<file path="src/rtl/gd_pkg.sv">
package gd_pkg;
   // Clock and timing
   localparam int          CLK_PERIOD_NS  = 10;
   localparam int          CS_GAP_NS      = 400;
   localparam int          CS_GAP_CYC     = (CS_GAP_NS + CLK_PERIOD_NS - 1) / CLK_PERIOD_NS;
   localparam int          SCLK_HALF_CYC  = 8;
   localparam int          OC_DG_STEP_NS  = 100;
   localparam logic [7:0]  OC_DG_STEP_CYC = 8'((OC_DG_STEP_NS + CLK_PERIOD_NS - 1) / CLK_PERIOD_NS);
   localparam int          WD_LOWER_US    = 1000;
   localparam int          WD_UPPER_US    = 10000;
   localparam int          WD_LOWER_CYC   = (WD_LOWER_US * 1000 + CLK_PERIOD_NS - 1) / CLK_PERIOD_NS;
   localparam int          WD_UPPER_CYC   = (WD_UPPER_US * 1000) / CLK_PERIOD_NS;
   // Frame layout
   localparam logic [7:0]  CRC_POLY       = 8'h2f;
   localparam logic [7:0]  CRC_INIT       = 8'hff;
   localparam logic [5:0]  LEN_CRC        = 6'h20;
   localparam logic [5:0]  LEN_NOCRC      = 6'h18;
   localparam logic [5:0]  CMD_LAST       = 6'h07;
   localparam logic [5:0]  DATA_FIRST     = 6'h08;
   localparam logic [5:0]  DATA_END       = 6'h18;
   // Device register map (7-bit addresses)
   localparam logic [6:0]  REG_FLAGS      = 7'h00;
   localparam logic [6:0]  REG_CTRL       = 7'h01;
   localparam logic [6:0]  REG_OCCFG      = 7'h02;
   localparam logic [6:0]  REG_CRCCFG     = 7'h1c;
   localparam logic [15:0] CRC_OFF_VAL    = 16'h0009;
   localparam logic [15:0] CTRL_RESET     = 16'h000c;
   localparam logic [15:0] OCCFG_RESET    = 16'h0000;
   localparam logic [15:0] CRCCFG_RESET   = 16'h0000;
   localparam int          CTRL_WDT       = 0;
   localparam int          CTRL_CLR       = 1;
   localparam int          CTRL_WARN      = 2;
   localparam int          CTRL_OVERTEMP_SHUTDOWN      = 3;
   // Flag bits
   localparam int          NFLAGS         = 10;
   localparam int          FLG_SUV        = 0;
   localparam int          FLG_GUV        = 1;
   localparam int          FLG_OC         = 2;
   localparam int          FLG_OVERTEMP_SHUTDOWN       = 3;
   localparam int          FLG_WDT        = 4;
   localparam int          FLG_SPI        = 5;
   localparam int          FLG_PHC        = 6;
   localparam int          FLG_OTW        = 9;
   localparam logic [9:0]  FAULT_MASK     = 10'h1df;
   // Host command port
   localparam logic [1:0]  HREG_DATA      = 2'h0;
   localparam logic [1:0]  HREG_CMD       = 2'h1;
   localparam logic [1:0]  HREG_STAT      = 2'h2;
   localparam logic [1:0]  HREG_RDATA     = 2'h3;
   localparam int          HCMD_CRC_BIT   = 8;

   typedef enum logic [5:0] {
      H_IDLE = 6'h01,
      H_LEAD = 6'h02,
      H_HIGH = 6'h04,
      H_LOW  = 6'h08,
      H_TAIL = 6'h10,
      H_GAP  = 6'h20
   } host_st_t;
endpackage : gd_pkg

</file>
<file path="src/rtl/spi_link_if.sv">
interface spi_link_if;
   logic sclk;
   logic cs_n;
   logic sdi;
   logic sdo;
   logic sdo_oe;
   logic sdo_line;

   // Released line reads low
   assign sdo_line = sdo_oe & sdo;

   modport device (input sclk, input cs_n, input sdi, output sdo, output sdo_oe);
   modport host   (output sclk, output cs_n, output sdi, input sdo_line);
endinterface : spi_link_if

</file>
<file path="src/rtl/spi_fault_device.sv">
module spi_fault_device #(
   parameter int unsigned WD_LOWER_CYC = gd_pkg::WD_LOWER_CYC,
   parameter int unsigned WD_UPPER_CYC = gd_pkg::WD_UPPER_CYC
) (
   input  wire logic       i_clk_sys,
   input  wire logic       i_rst_b,
   spi_link_if.device      link,
   input  wire logic       i_supply_undervoltage,
   input  wire logic       i_gate_supply_undervoltage,
   input  wire logic       i_drain_source_overcurrent,
   input  wire logic       i_overtemp_shutdown,
   input  wire logic       i_thermal_warning,
   input  wire logic [2:0] i_high_side_input,
   input  wire logic [2:0] i_phase_comparator,
   output logic            o_fault_n,
   output logic            o_gate_enable,
   output logic            o_charge_pump_enable,
   output logic            o_sense_enable,
   output logic      [3:0] o_oc_threshold
);
   typedef struct packed {
      logic [2:0]  cs_sy;
      logic [2:0]  sclk_sy;
      logic [1:0]  sdi_sy;
      logic [10:0] pin_s1;
      logic [10:0] pin_s2;
      logic [5:0]  bitcnt;
      logic [31:0] rx;
      logic [7:0]  crc_rx;
      logic [7:0]  crc_tx;
      logic [15:0] rd;
      logic        sdo;
      logic        sdo_oe;
      logic [15:0] ctrl;
      logic [15:0] occfg;
      logic [15:0] crccfg;
      logic [9:0]  flags;
      logic [7:0]  oc_cnt;
      logic [31:0] wd_cnt;
      logic        fault_n;
      logic        gate_en;
      logic        cp_en;
      logic        sense_en;
   } dev_t;

   dev_t        s;
   dev_t        nxt_s;
   logic        tx_bit;
   logic [7:0]  crc_rx_step;
   logic [7:0]  crc_tx_step;

   ////////////////////////////////////////////////////////////////////////
   // Register read mux

   function automatic logic [15:0] reg_read(input dev_t st, input logic [6:0] addr);
      logic [15:0] val;
      val = 16'h0000;
      case (addr)
         gd_pkg::REG_FLAGS:  val = {6'h00, st.flags};
         gd_pkg::REG_CTRL:   val = st.ctrl;
         gd_pkg::REG_OCCFG:  val = st.occfg;
         gd_pkg::REG_CRCCFG: val = st.crccfg;
         default:            val = 16'h0000;
      endcase
      return val;
   endfunction : reg_read

   ////////////////////////////////////////////////////////////////////////
   // Outgoing bit and checksum steps

   always_comb begin
      if (s.bitcnt == 6'h00) begin
         tx_bit = ~s.fault_n;
      end else if (s.bitcnt <= gd_pkg::CMD_LAST) begin
         tx_bit = s.rx[0];
      end else if (s.bitcnt < gd_pkg::DATA_END) begin
         tx_bit = s.rd[15];
      end else begin
         tx_bit = s.crc_tx[7];
      end
   end

   crc8_step u_crc_rx (
      .i_crc (s.crc_rx),
      .i_bit (s.sdi_sy[1]),
      .o_crc (crc_rx_step)
   );

   crc8_step u_crc_tx (
      .i_crc (s.crc_tx),
      .i_bit (tx_bit),
      .o_crc (crc_tx_step)
   );

   ////////////////////////////////////////////////////////////////////////
   // Next state

   always_comb begin
      logic        cs_fall;
      logic        cs_rise;
      logic        sclk_rise;
      logic        sclk_fall;
      logic        crc_en;
      logic        valid;
      logic        clr;
      logic        wd_evt;
      logic        oc_evt;
      logic [7:0]  cmd;
      logic [15:0] data;
      logic [7:0]  oc_lim;
      logic [9:0]  cond;
      cs_fall   = 1'b0;
      cs_rise   = 1'b0;
      sclk_rise = 1'b0;
      sclk_fall = 1'b0;
      crc_en    = 1'b0;
      valid     = 1'b0;
      clr       = 1'b0;
      wd_evt    = 1'b0;
      oc_evt    = 1'b0;
      cmd       = 8'h00;
      data      = 16'h0000;
      oc_lim    = 8'h00;
      cond      = 10'h000;
      nxt_s     = s;

      nxt_s.cs_sy   = {s.cs_sy[1:0], link.cs_n};
      nxt_s.sclk_sy = {s.sclk_sy[1:0], link.sclk};
      nxt_s.sdi_sy  = {s.sdi_sy[0], link.sdi};
      nxt_s.pin_s1  = {i_phase_comparator, i_high_side_input, i_thermal_warning, i_overtemp_shutdown,
                       i_drain_source_overcurrent, i_gate_supply_undervoltage, i_supply_undervoltage};
      nxt_s.pin_s2  = s.pin_s1;

      cs_fall   = ~s.cs_sy[1] & s.cs_sy[2];
      cs_rise   = s.cs_sy[1] & ~s.cs_sy[2];
      sclk_rise = s.sclk_sy[1] & ~s.sclk_sy[2];
      sclk_fall = ~s.sclk_sy[1] & s.sclk_sy[2];
      // Checksum on unless disable value held
      crc_en    = (s.crccfg != gd_pkg::CRC_OFF_VAL);

      if (cs_fall) begin
         nxt_s.bitcnt = 6'h00;
         nxt_s.crc_rx = gd_pkg::CRC_INIT;
         nxt_s.crc_tx = gd_pkg::CRC_INIT;
         nxt_s.sdo    = ~s.fault_n;
         nxt_s.sdo_oe = 1'b1;
      end else if (cs_rise) begin
         nxt_s.sdo    = 1'b0;
         nxt_s.sdo_oe = 1'b0;
         cmd  = crc_en ? s.rx[31:24] : s.rx[23:16];
         data = crc_en ? s.rx[23:8] : s.rx[15:0];
         valid = crc_en ? (s.bitcnt == gd_pkg::LEN_CRC && s.crc_rx == 8'h00)
                        : (s.bitcnt == gd_pkg::LEN_NOCRC);
         if (valid && !cmd[0]) begin
            case (cmd[7:1])
               gd_pkg::REG_CTRL: begin
                  nxt_s.ctrl = data & ~(16'h0001 << gd_pkg::CTRL_CLR);
                  clr        = data[gd_pkg::CTRL_CLR];
               end
               gd_pkg::REG_OCCFG:  nxt_s.occfg  = data;
               gd_pkg::REG_CRCCFG: nxt_s.crccfg = data;
               default: ;
            endcase
         end
      end else if (!s.cs_sy[1]) begin
         // Capture on falling edge, MSB first
         if (sclk_fall) begin
            nxt_s.rx     = {s.rx[30:0], s.sdi_sy[1]};
            nxt_s.crc_rx = crc_rx_step;
            if (s.bitcnt != 6'h3f) begin
               nxt_s.bitcnt = s.bitcnt + 6'h01;
            end
            if (s.bitcnt == gd_pkg::CMD_LAST) begin
               nxt_s.rd = reg_read(s, s.rx[6:0]);
            end
         end
         if (sclk_rise) begin
            nxt_s.sdo = tx_bit;
            if (s.bitcnt < gd_pkg::DATA_END) begin
               nxt_s.crc_tx = crc_tx_step;
            end else begin
               nxt_s.crc_tx = {s.crc_tx[6:0], 1'b0};
            end
            if (s.bitcnt >= gd_pkg::DATA_FIRST && s.bitcnt < gd_pkg::DATA_END) begin
               nxt_s.rd = {s.rd[14:0], 1'b0};
            end
         end
      end

      if (!s.ctrl[gd_pkg::CTRL_WDT]) begin
         nxt_s.wd_cnt = 32'h0;
      end else if (valid) begin
         wd_evt       = (s.wd_cnt < WD_LOWER_CYC) || (s.wd_cnt > WD_UPPER_CYC);
         nxt_s.wd_cnt = 32'h0;
      end else if (s.wd_cnt <= WD_UPPER_CYC) begin
         wd_evt       = (s.wd_cnt == WD_UPPER_CYC);
         nxt_s.wd_cnt = s.wd_cnt + 32'h1;
      end

      oc_lim = 8'(s.occfg[3:0] * gd_pkg::OC_DG_STEP_CYC);
      if (!s.pin_s2[2]) begin
         nxt_s.oc_cnt = 8'h00;
      end else if (s.oc_cnt != 8'hff) begin
         nxt_s.oc_cnt = s.oc_cnt + 8'h01;
      end
      oc_evt = s.pin_s2[2] && (s.oc_cnt >= oc_lim);

      cond[gd_pkg::FLG_SUV]        = s.pin_s2[0];
      cond[gd_pkg::FLG_GUV]        = s.pin_s2[1];
      cond[gd_pkg::FLG_OC]         = oc_evt;
      cond[gd_pkg::FLG_OVERTEMP_SHUTDOWN]       = s.pin_s2[3] & s.ctrl[gd_pkg::CTRL_OVERTEMP_SHUTDOWN];
      cond[gd_pkg::FLG_WDT]        = wd_evt;
      cond[gd_pkg::FLG_SPI]        = cs_rise & ~valid;
      cond[gd_pkg::FLG_PHC +: 3]   = s.pin_s2[7:5] ^ s.pin_s2[10:8];
      cond[gd_pkg::FLG_OTW]        = s.pin_s2[4];
      // Set wins, clear drops only idle flags
      nxt_s.flags = cond | (s.flags & ~{gd_pkg::NFLAGS{clr}});

      // Pin mirrors OR of FAULT_MASK flags, plus FLG_OTW while CTRL_WARN is clear
      nxt_s.fault_n  = ~(|(nxt_s.flags & gd_pkg::FAULT_MASK)
                         | (nxt_s.flags[gd_pkg::FLG_OTW] & ~s.ctrl[gd_pkg::CTRL_WARN]));
      nxt_s.gate_en  = ~(nxt_s.flags[gd_pkg::FLG_SUV] | nxt_s.flags[gd_pkg::FLG_GUV]
                         | nxt_s.flags[gd_pkg::FLG_OC] | nxt_s.flags[gd_pkg::FLG_OVERTEMP_SHUTDOWN]);
      nxt_s.cp_en    = ~(nxt_s.flags[gd_pkg::FLG_SUV] | nxt_s.flags[gd_pkg::FLG_GUV]
                         | nxt_s.flags[gd_pkg::FLG_OVERTEMP_SHUTDOWN]);
      nxt_s.sense_en = ~nxt_s.flags[gd_pkg::FLG_OVERTEMP_SHUTDOWN];
   end

   ////////////////////////////////////////////////////////////////////////
   // State register

   always_ff @(posedge i_clk_sys or negedge i_rst_b) begin
      if (!i_rst_b) begin
         s          <= '0;
         s.cs_sy    <= 3'h7;
         s.crc_rx   <= gd_pkg::CRC_INIT;
         s.crc_tx   <= gd_pkg::CRC_INIT;
         s.ctrl     <= gd_pkg::CTRL_RESET;
         s.occfg    <= gd_pkg::OCCFG_RESET;
         s.crccfg   <= gd_pkg::CRCCFG_RESET;
         s.fault_n  <= 1'b1;
         s.gate_en  <= 1'b1;
         s.cp_en    <= 1'b1;
         s.sense_en <= 1'b1;
      end else begin
         s <= nxt_s;
      end
   end

   assign link.sdo             = s.sdo;
   assign link.sdo_oe          = s.sdo_oe;
   assign o_fault_n            = s.fault_n;
   assign o_gate_enable        = s.gate_en;
   assign o_charge_pump_enable = s.cp_en;
   assign o_sense_enable       = s.sense_en;
   assign o_oc_threshold       = s.occfg[7:4];
endmodule : spi_fault_device

</file>
<file path="src/rtl/crc8_step.sv">
module crc8_step (
   input  wire logic [7:0] i_crc,
   input  wire logic       i_bit,
   output logic      [7:0] o_crc
);
   logic fb;

   assign fb    = i_crc[7] ^ i_bit;
   assign o_crc = {i_crc[6:0], 1'b0} ^ (fb ? gd_pkg::CRC_POLY : 8'h00);
endmodule : crc8_step

</file>
<file path="src/flat_wrapper.sv">
// flat-port wrapper written by rule: the top's interface ports become plain ports
module spi_fault_device_flat 
#(
   parameter int unsigned WD_LOWER_CYC = gd_pkg::WD_LOWER_CYC,
   parameter int unsigned WD_UPPER_CYC = gd_pkg::WD_UPPER_CYC
)
  (i_clk_sys, i_rst_b, i_supply_undervoltage, i_gate_supply_undervoltage, i_drain_source_overcurrent, i_overtemp_shutdown, i_thermal_warning, i_high_side_input, i_phase_comparator, o_fault_n, o_gate_enable, o_charge_pump_enable, o_sense_enable, o_oc_threshold, link_sclk, link_cs_n, link_sdi, link_sdo, link_sdo_oe);
  spi_link_if link_i ();
  input  wire logic i_clk_sys;
  input  wire logic i_rst_b;
  input  wire logic i_supply_undervoltage;
  input  wire logic i_gate_supply_undervoltage;
  input  wire logic i_drain_source_overcurrent;
  input  wire logic i_overtemp_shutdown;
  input  wire logic i_thermal_warning;
  input  wire logic [2:0] i_high_side_input;
  input  wire logic [2:0] i_phase_comparator;
  output logic o_fault_n;
  output logic o_gate_enable;
  output logic o_charge_pump_enable;
  output logic o_sense_enable;
  output logic      [3:0] o_oc_threshold;
  input wire logic [$bits(link_i.sclk)-1:0] link_sclk;
  input wire logic [$bits(link_i.cs_n)-1:0] link_cs_n;
  input wire logic [$bits(link_i.sdi)-1:0] link_sdi;
  output wire logic [$bits(link_i.sdo)-1:0] link_sdo;
  output wire logic [$bits(link_i.sdo_oe)-1:0] link_sdo_oe;
  assign link_i.sclk = link_sclk;
  assign link_i.cs_n = link_cs_n;
  assign link_i.sdi = link_sdi;
  assign link_sdo = link_i.sdo;
  assign link_sdo_oe = link_i.sdo_oe;
  spi_fault_device #(.WD_LOWER_CYC(WD_LOWER_CYC), .WD_UPPER_CYC(WD_UPPER_CYC)) u_core (.i_clk_sys(i_clk_sys), .i_rst_b(i_rst_b), .link(link_i), .i_supply_undervoltage(i_supply_undervoltage), .i_gate_supply_undervoltage(i_gate_supply_undervoltage), .i_drain_source_overcurrent(i_drain_source_overcurrent), .i_overtemp_shutdown(i_overtemp_shutdown), .i_thermal_warning(i_thermal_warning), .i_high_side_input(i_high_side_input), .i_phase_comparator(i_phase_comparator), .o_fault_n(o_fault_n), .o_gate_enable(o_gate_enable), .o_charge_pump_enable(o_charge_pump_enable), .o_sense_enable(o_sense_enable), .o_oc_threshold(o_oc_threshold));
endmodule
</file>
<file path="config.mk">
export PLATFORM = sky130hd
export DESIGN_NAME = spi_fault_device_flat
export DESIGN_NICKNAME = d
export VERILOG_FILES = /design/src/rtl/gd_pkg.sv /design/src/rtl/spi_link_if.sv /design/src/rtl/spi_fault_device.sv /design/src/rtl/crc8_step.sv /design/src/flat_wrapper.sv
export SDC_FILE = /design/constraint.sdc
export NUM_CORES = 1
export LEC_CHECK = 0
export ABC_AREA = 1
export BUFFER_PORTS_ARGS = -buffer_cell sky130_fd_sc_hd__buf_2
export CAP_MARGIN = 20
export CORE_MARGIN = 1.5
export CORE_UTILIZATION = 40
export CTS_BUF_LIST = sky130_fd_sc_hd__clkbuf_16
export CTS_CLUSTER_DIAMETER = 50
export CTS_CLUSTER_SIZE = 10
export DETAILED_ROUTE_END_ITERATION = 12
export SLEW_MARGIN = 40
export SYNTH_ARGS = -nofsm -noshare
export SYNTH_HDL_FRONTEND = slang
export SYNTH_SLANG_ARGS = --single-unit
</file>
<file path="constraint.sdc">
create_clock -name i_clk_sys -period 2.9 [get_ports i_clk_sys]
set_input_delay 0.58 -clock i_clk_sys [delete_from_list [all_inputs] [get_ports i_clk_sys]]
set_output_delay 0.58 -clock i_clk_sys [all_outputs]
set_load 0.02 [all_outputs]
</file>
==> results.md <==
- Net Count, Synth: 1123
- Die extent in x: about 160 um
- Register bit count reported by yosys: between 200 and 250
- Run status: finished clean
- GRT overflow: 0
- R2R cell count: 12
- Final hold vios: 0
- Final Util: around 47%
- Layout cells sized above 1: 10.3%
- Synth warnings: 0
- Max Fclk: about 370 MHz
- Crit-path most repeated cell: ha_1
- Initial Util: between 40% and 50%
- Cell internal pwr: about 5.3 mW
- Sw power: roughly 1.8 mW
- Synth Cell Area: 9300 um2
- Max FO, Critical Path: 3
- Antenna-violating nets left: 0
- RR Endpoint: u_core.o_fault_n
- Setup crit end kind: flip-flop
- Vias in the first global route: about 6800
- Clk pwr share: roughly 47%
- CTS H-tree lvls: 1
- Sw Ratio: between 20% and 30%
- CTS tree: yes
- Combinational power share: a little under a tenth
- P&R area growth vs syn: 14.8%
- Initial antenna violation count: 0
- Worst Max-Slew Pin Slew: just under 700 ps
- Slew headroom: approximately 55%
- Placer Congestion: between 0.8 and 0.9
- Sink Count: 203
- Critical-path top delay cell: fa_1
- DP HPWL: ~14000 um
- WP data required: about 3400 ps
- Commonest cells after routing, fill and taps aside: nand2_1 (259), dfrtp_1 (178), inv_1 (147)
- Syn avg cell area: roughly 8.6 um2
- Clk slew on worst S/H paths: 50 ps
- Worst Path Buf+Inv: 1
- RR Startpoint: u_core.s[71]
- CORE AREA: between 20000 and 25000 um2
- # hold bufs at CTS: 0
- Pin count of the biggest net entering global routing: 59
- Post-synthesis sequential area ratio: 55.0%
- Port Buffer Count: 25
- Library cells used by synthesis: 42
- Overall power: a little over 7 mW
- RSZ-0062 raised after global routing: no
- Wire per inst: about 15 um
- Final setup viols: 0
- Tot GR Track Use: between 10% and 20%
- Drt first-iter violations: between 500 and 600
- Critical path arrival: ~3100 ps
- Die Y: ~160 um
- Layout Nets: 1156
- CP top delay family: adder cells
- Max-Cap Viols: 0
- I/O pins: 26
- Crit start category: flip-flop
- TritonRoute pass-1 iters: 5
- Commonest non-fill, non-tap cell in the layout: nand2_1
- Post-Syn Instances: ~1100
- Die area: around 24000 um2
- Skew final: between 10 and 15 ps
- Critical path class: reg -> reg
- CP cell instances: ha_1, ha_1, inv_1, fa_1, ha_1, a21oi_1, o21ai_0, o31ai_2, nand2_1, nor2_1, nand2_1, nor2_1
- Worst skew pair latency: between 500 and 600 ps
- CP peak stage delay: roughly 410 ps
- Flop pwr share: between 40% and 50%
- Final TNS setup: 0 ps
- Mean number of vias per cell: between 5 and 6
- CTS max path bufs: 3
- Final period util: around 90%
- Max VDD drop: ~400 uV
- FP Rows: 55
- Min cycle time layout: about 2700 ps
- Worst hold-check path type: in -> async
- Vias after detailed routing: ~7000
- Power Dens Cells: between 600 and 700 nW/um2
- First-pass GRT wire length: approximately 35000 um
- DRC viols: 0
- Antenna Diode Count: 0
- P_leak: 5.03 nW
- Fin. max-slew vios: 0
- Reg2Reg Setup Slack: ~230 ps
- Root buf cell: clkbuf_16
- Post-Route WL: 20800 um
- CTS buffer count: 28
==> per-stage QoR <==
step / hold WS, ps / instance area (um2) / instances / setup WS [ps]
2_1_floorplan: 284 / 9300 / 1087 / 480
3_3_place_gp: 331 / 9760 / 1375 / 154
3_5_place_dp: 336 / 9760 / 1375 / 118
4_1_cts: 34.9 / 10700 / 1427 / 117
5_1_grt: 60.5 / 10700 / 1427 / 37.1
6_report: 16.2 / 10700 / 1427 / 227
==> cell usage after synthesis (all sizes together) <==
cell     instances  area, um2
o2111ai          2       17.5
o32ai            7       61.3
nor3            29        145
clkbuf          30        113
o211ai           2       15.0
nor4             5       31.3
nand3           34        175
nor2            93        357
dfstp           25        657
buf              9       67.6
a22o             5       43.8
and2             1       6.26
a21o             1       7.51
xor2             3       26.3
mux2i            5       50.1
nand2          260        978
nand4           20        125
dfrtp          178       4450
nand3b           1       7.51
o21a             1       7.51
or2              1       6.26
o31ai            4       30.0
a211oi           2       15.0
o21ai          114        582
a22oi            1       7.51
nor3b            3       22.5
a31oi            4       25.0
inv            137        514
xnor2            3       26.3
a21oi           64        320
o22ai           18        113
ha              19        238
a32oi            3       26.3
fa               1       20.0
clkinv           2       7.51
==> repair_timing <==
action | in CTS | in global routing
hold endpoints to repair | 0 | 0
endpoints found under the setup margin | 0 | 1
buffers inserted | 0 | 0
resized for setup | 0 | 1
==> layout make-up <==
type,instances,area [um2]
multi-input cells,706,3490
flip-flops and latches,203,5110
well taps,285,357
inverters,139,522
fillers,2196,12000
repair buffers,42,287
clock buffers,29,726
clock inverters,23,183
==> layer usage <==
metal  vias to the layer above  GRT usage, %  wire [um]
li1                       3640             -          -
met5                         -             0          0
met2                       133          28.2       9490
met4                         0          4.72        454
met3                        32          2.81        776
met1                      3376          25.4      10100
==> how the worst max path moves through the flow <==
stage | cells after the start | from | endpoint | slack (ps)
after detailed placement | 12 | u_core.s[71] | u_core.o_fault_n | 120
after CTS | 12 | u_core.s[71] | u_core.o_fault_n | 120
after global routing | 13 | u_core.s[71] | u_core.o_fault_n | 40
final | 12 | u_core.s[71] | u_core.o_fault_n | 230
after global placement | 12 | u_core.s[71] | u_core.o_fault_n | 150
after floorplan | 13 | u_core.s[73] | u_core.o_fault_n | 480
==> state kept, by name (all words and copies together) (netlist names) <==
signal	count
u_core.o_oc_threshold	4
u_core.s	177
u_core.link.sdo_oe	1
u_core.o_fault_n	1
u_core.o_sense_enable	1
u_core.nxt_s	16
u_core.o_gate_enable	1
u_core.o_charge_pump_enable	1
u_core.link.sdo	1
==> power groups by stage <==
stage / Combinational, mW / Clock (mW) / Sequential [mW]
6_report: 0.646 / 3.28 / 3.11
5_1_grt: 0.748 / 3.49 / 3.13
4_1_cts: 0.655 / 3.36 / 3.11
3_5_place_dp: 0.652 / 0 / 3.16
3_3_place_gp: 0.648 / 0 / 3.16
2_1_floorplan: 0.413 / 0 / 3.13
==> kinds of logic after synthesis <==
logic type,Yosys count,synth area share (%)
AOI/OAI and AO/OA,228,13.7
muxes,5,0.538
and+or+nand+nor,447,19.9
xor gates and xnor gates,6,0.565
buffers and inverters,178,7.55
adders and majority gates,20,2.77
DFF,203,55.0
==> worst reg2reg max path: stages (launching register included) <==
cell	delay, ps
dfrtp_1	390
ha_1	300
ha_1	210
inv_1	70
fa_1	410
ha_1	310
a21oi_1	120
o21ai_0	110
o31ai_2	300
nand2_1	130
nor2_1	100
nand2_1	70
nor2_1	100
Note: power is estimated with default switching activity, not from simulation.
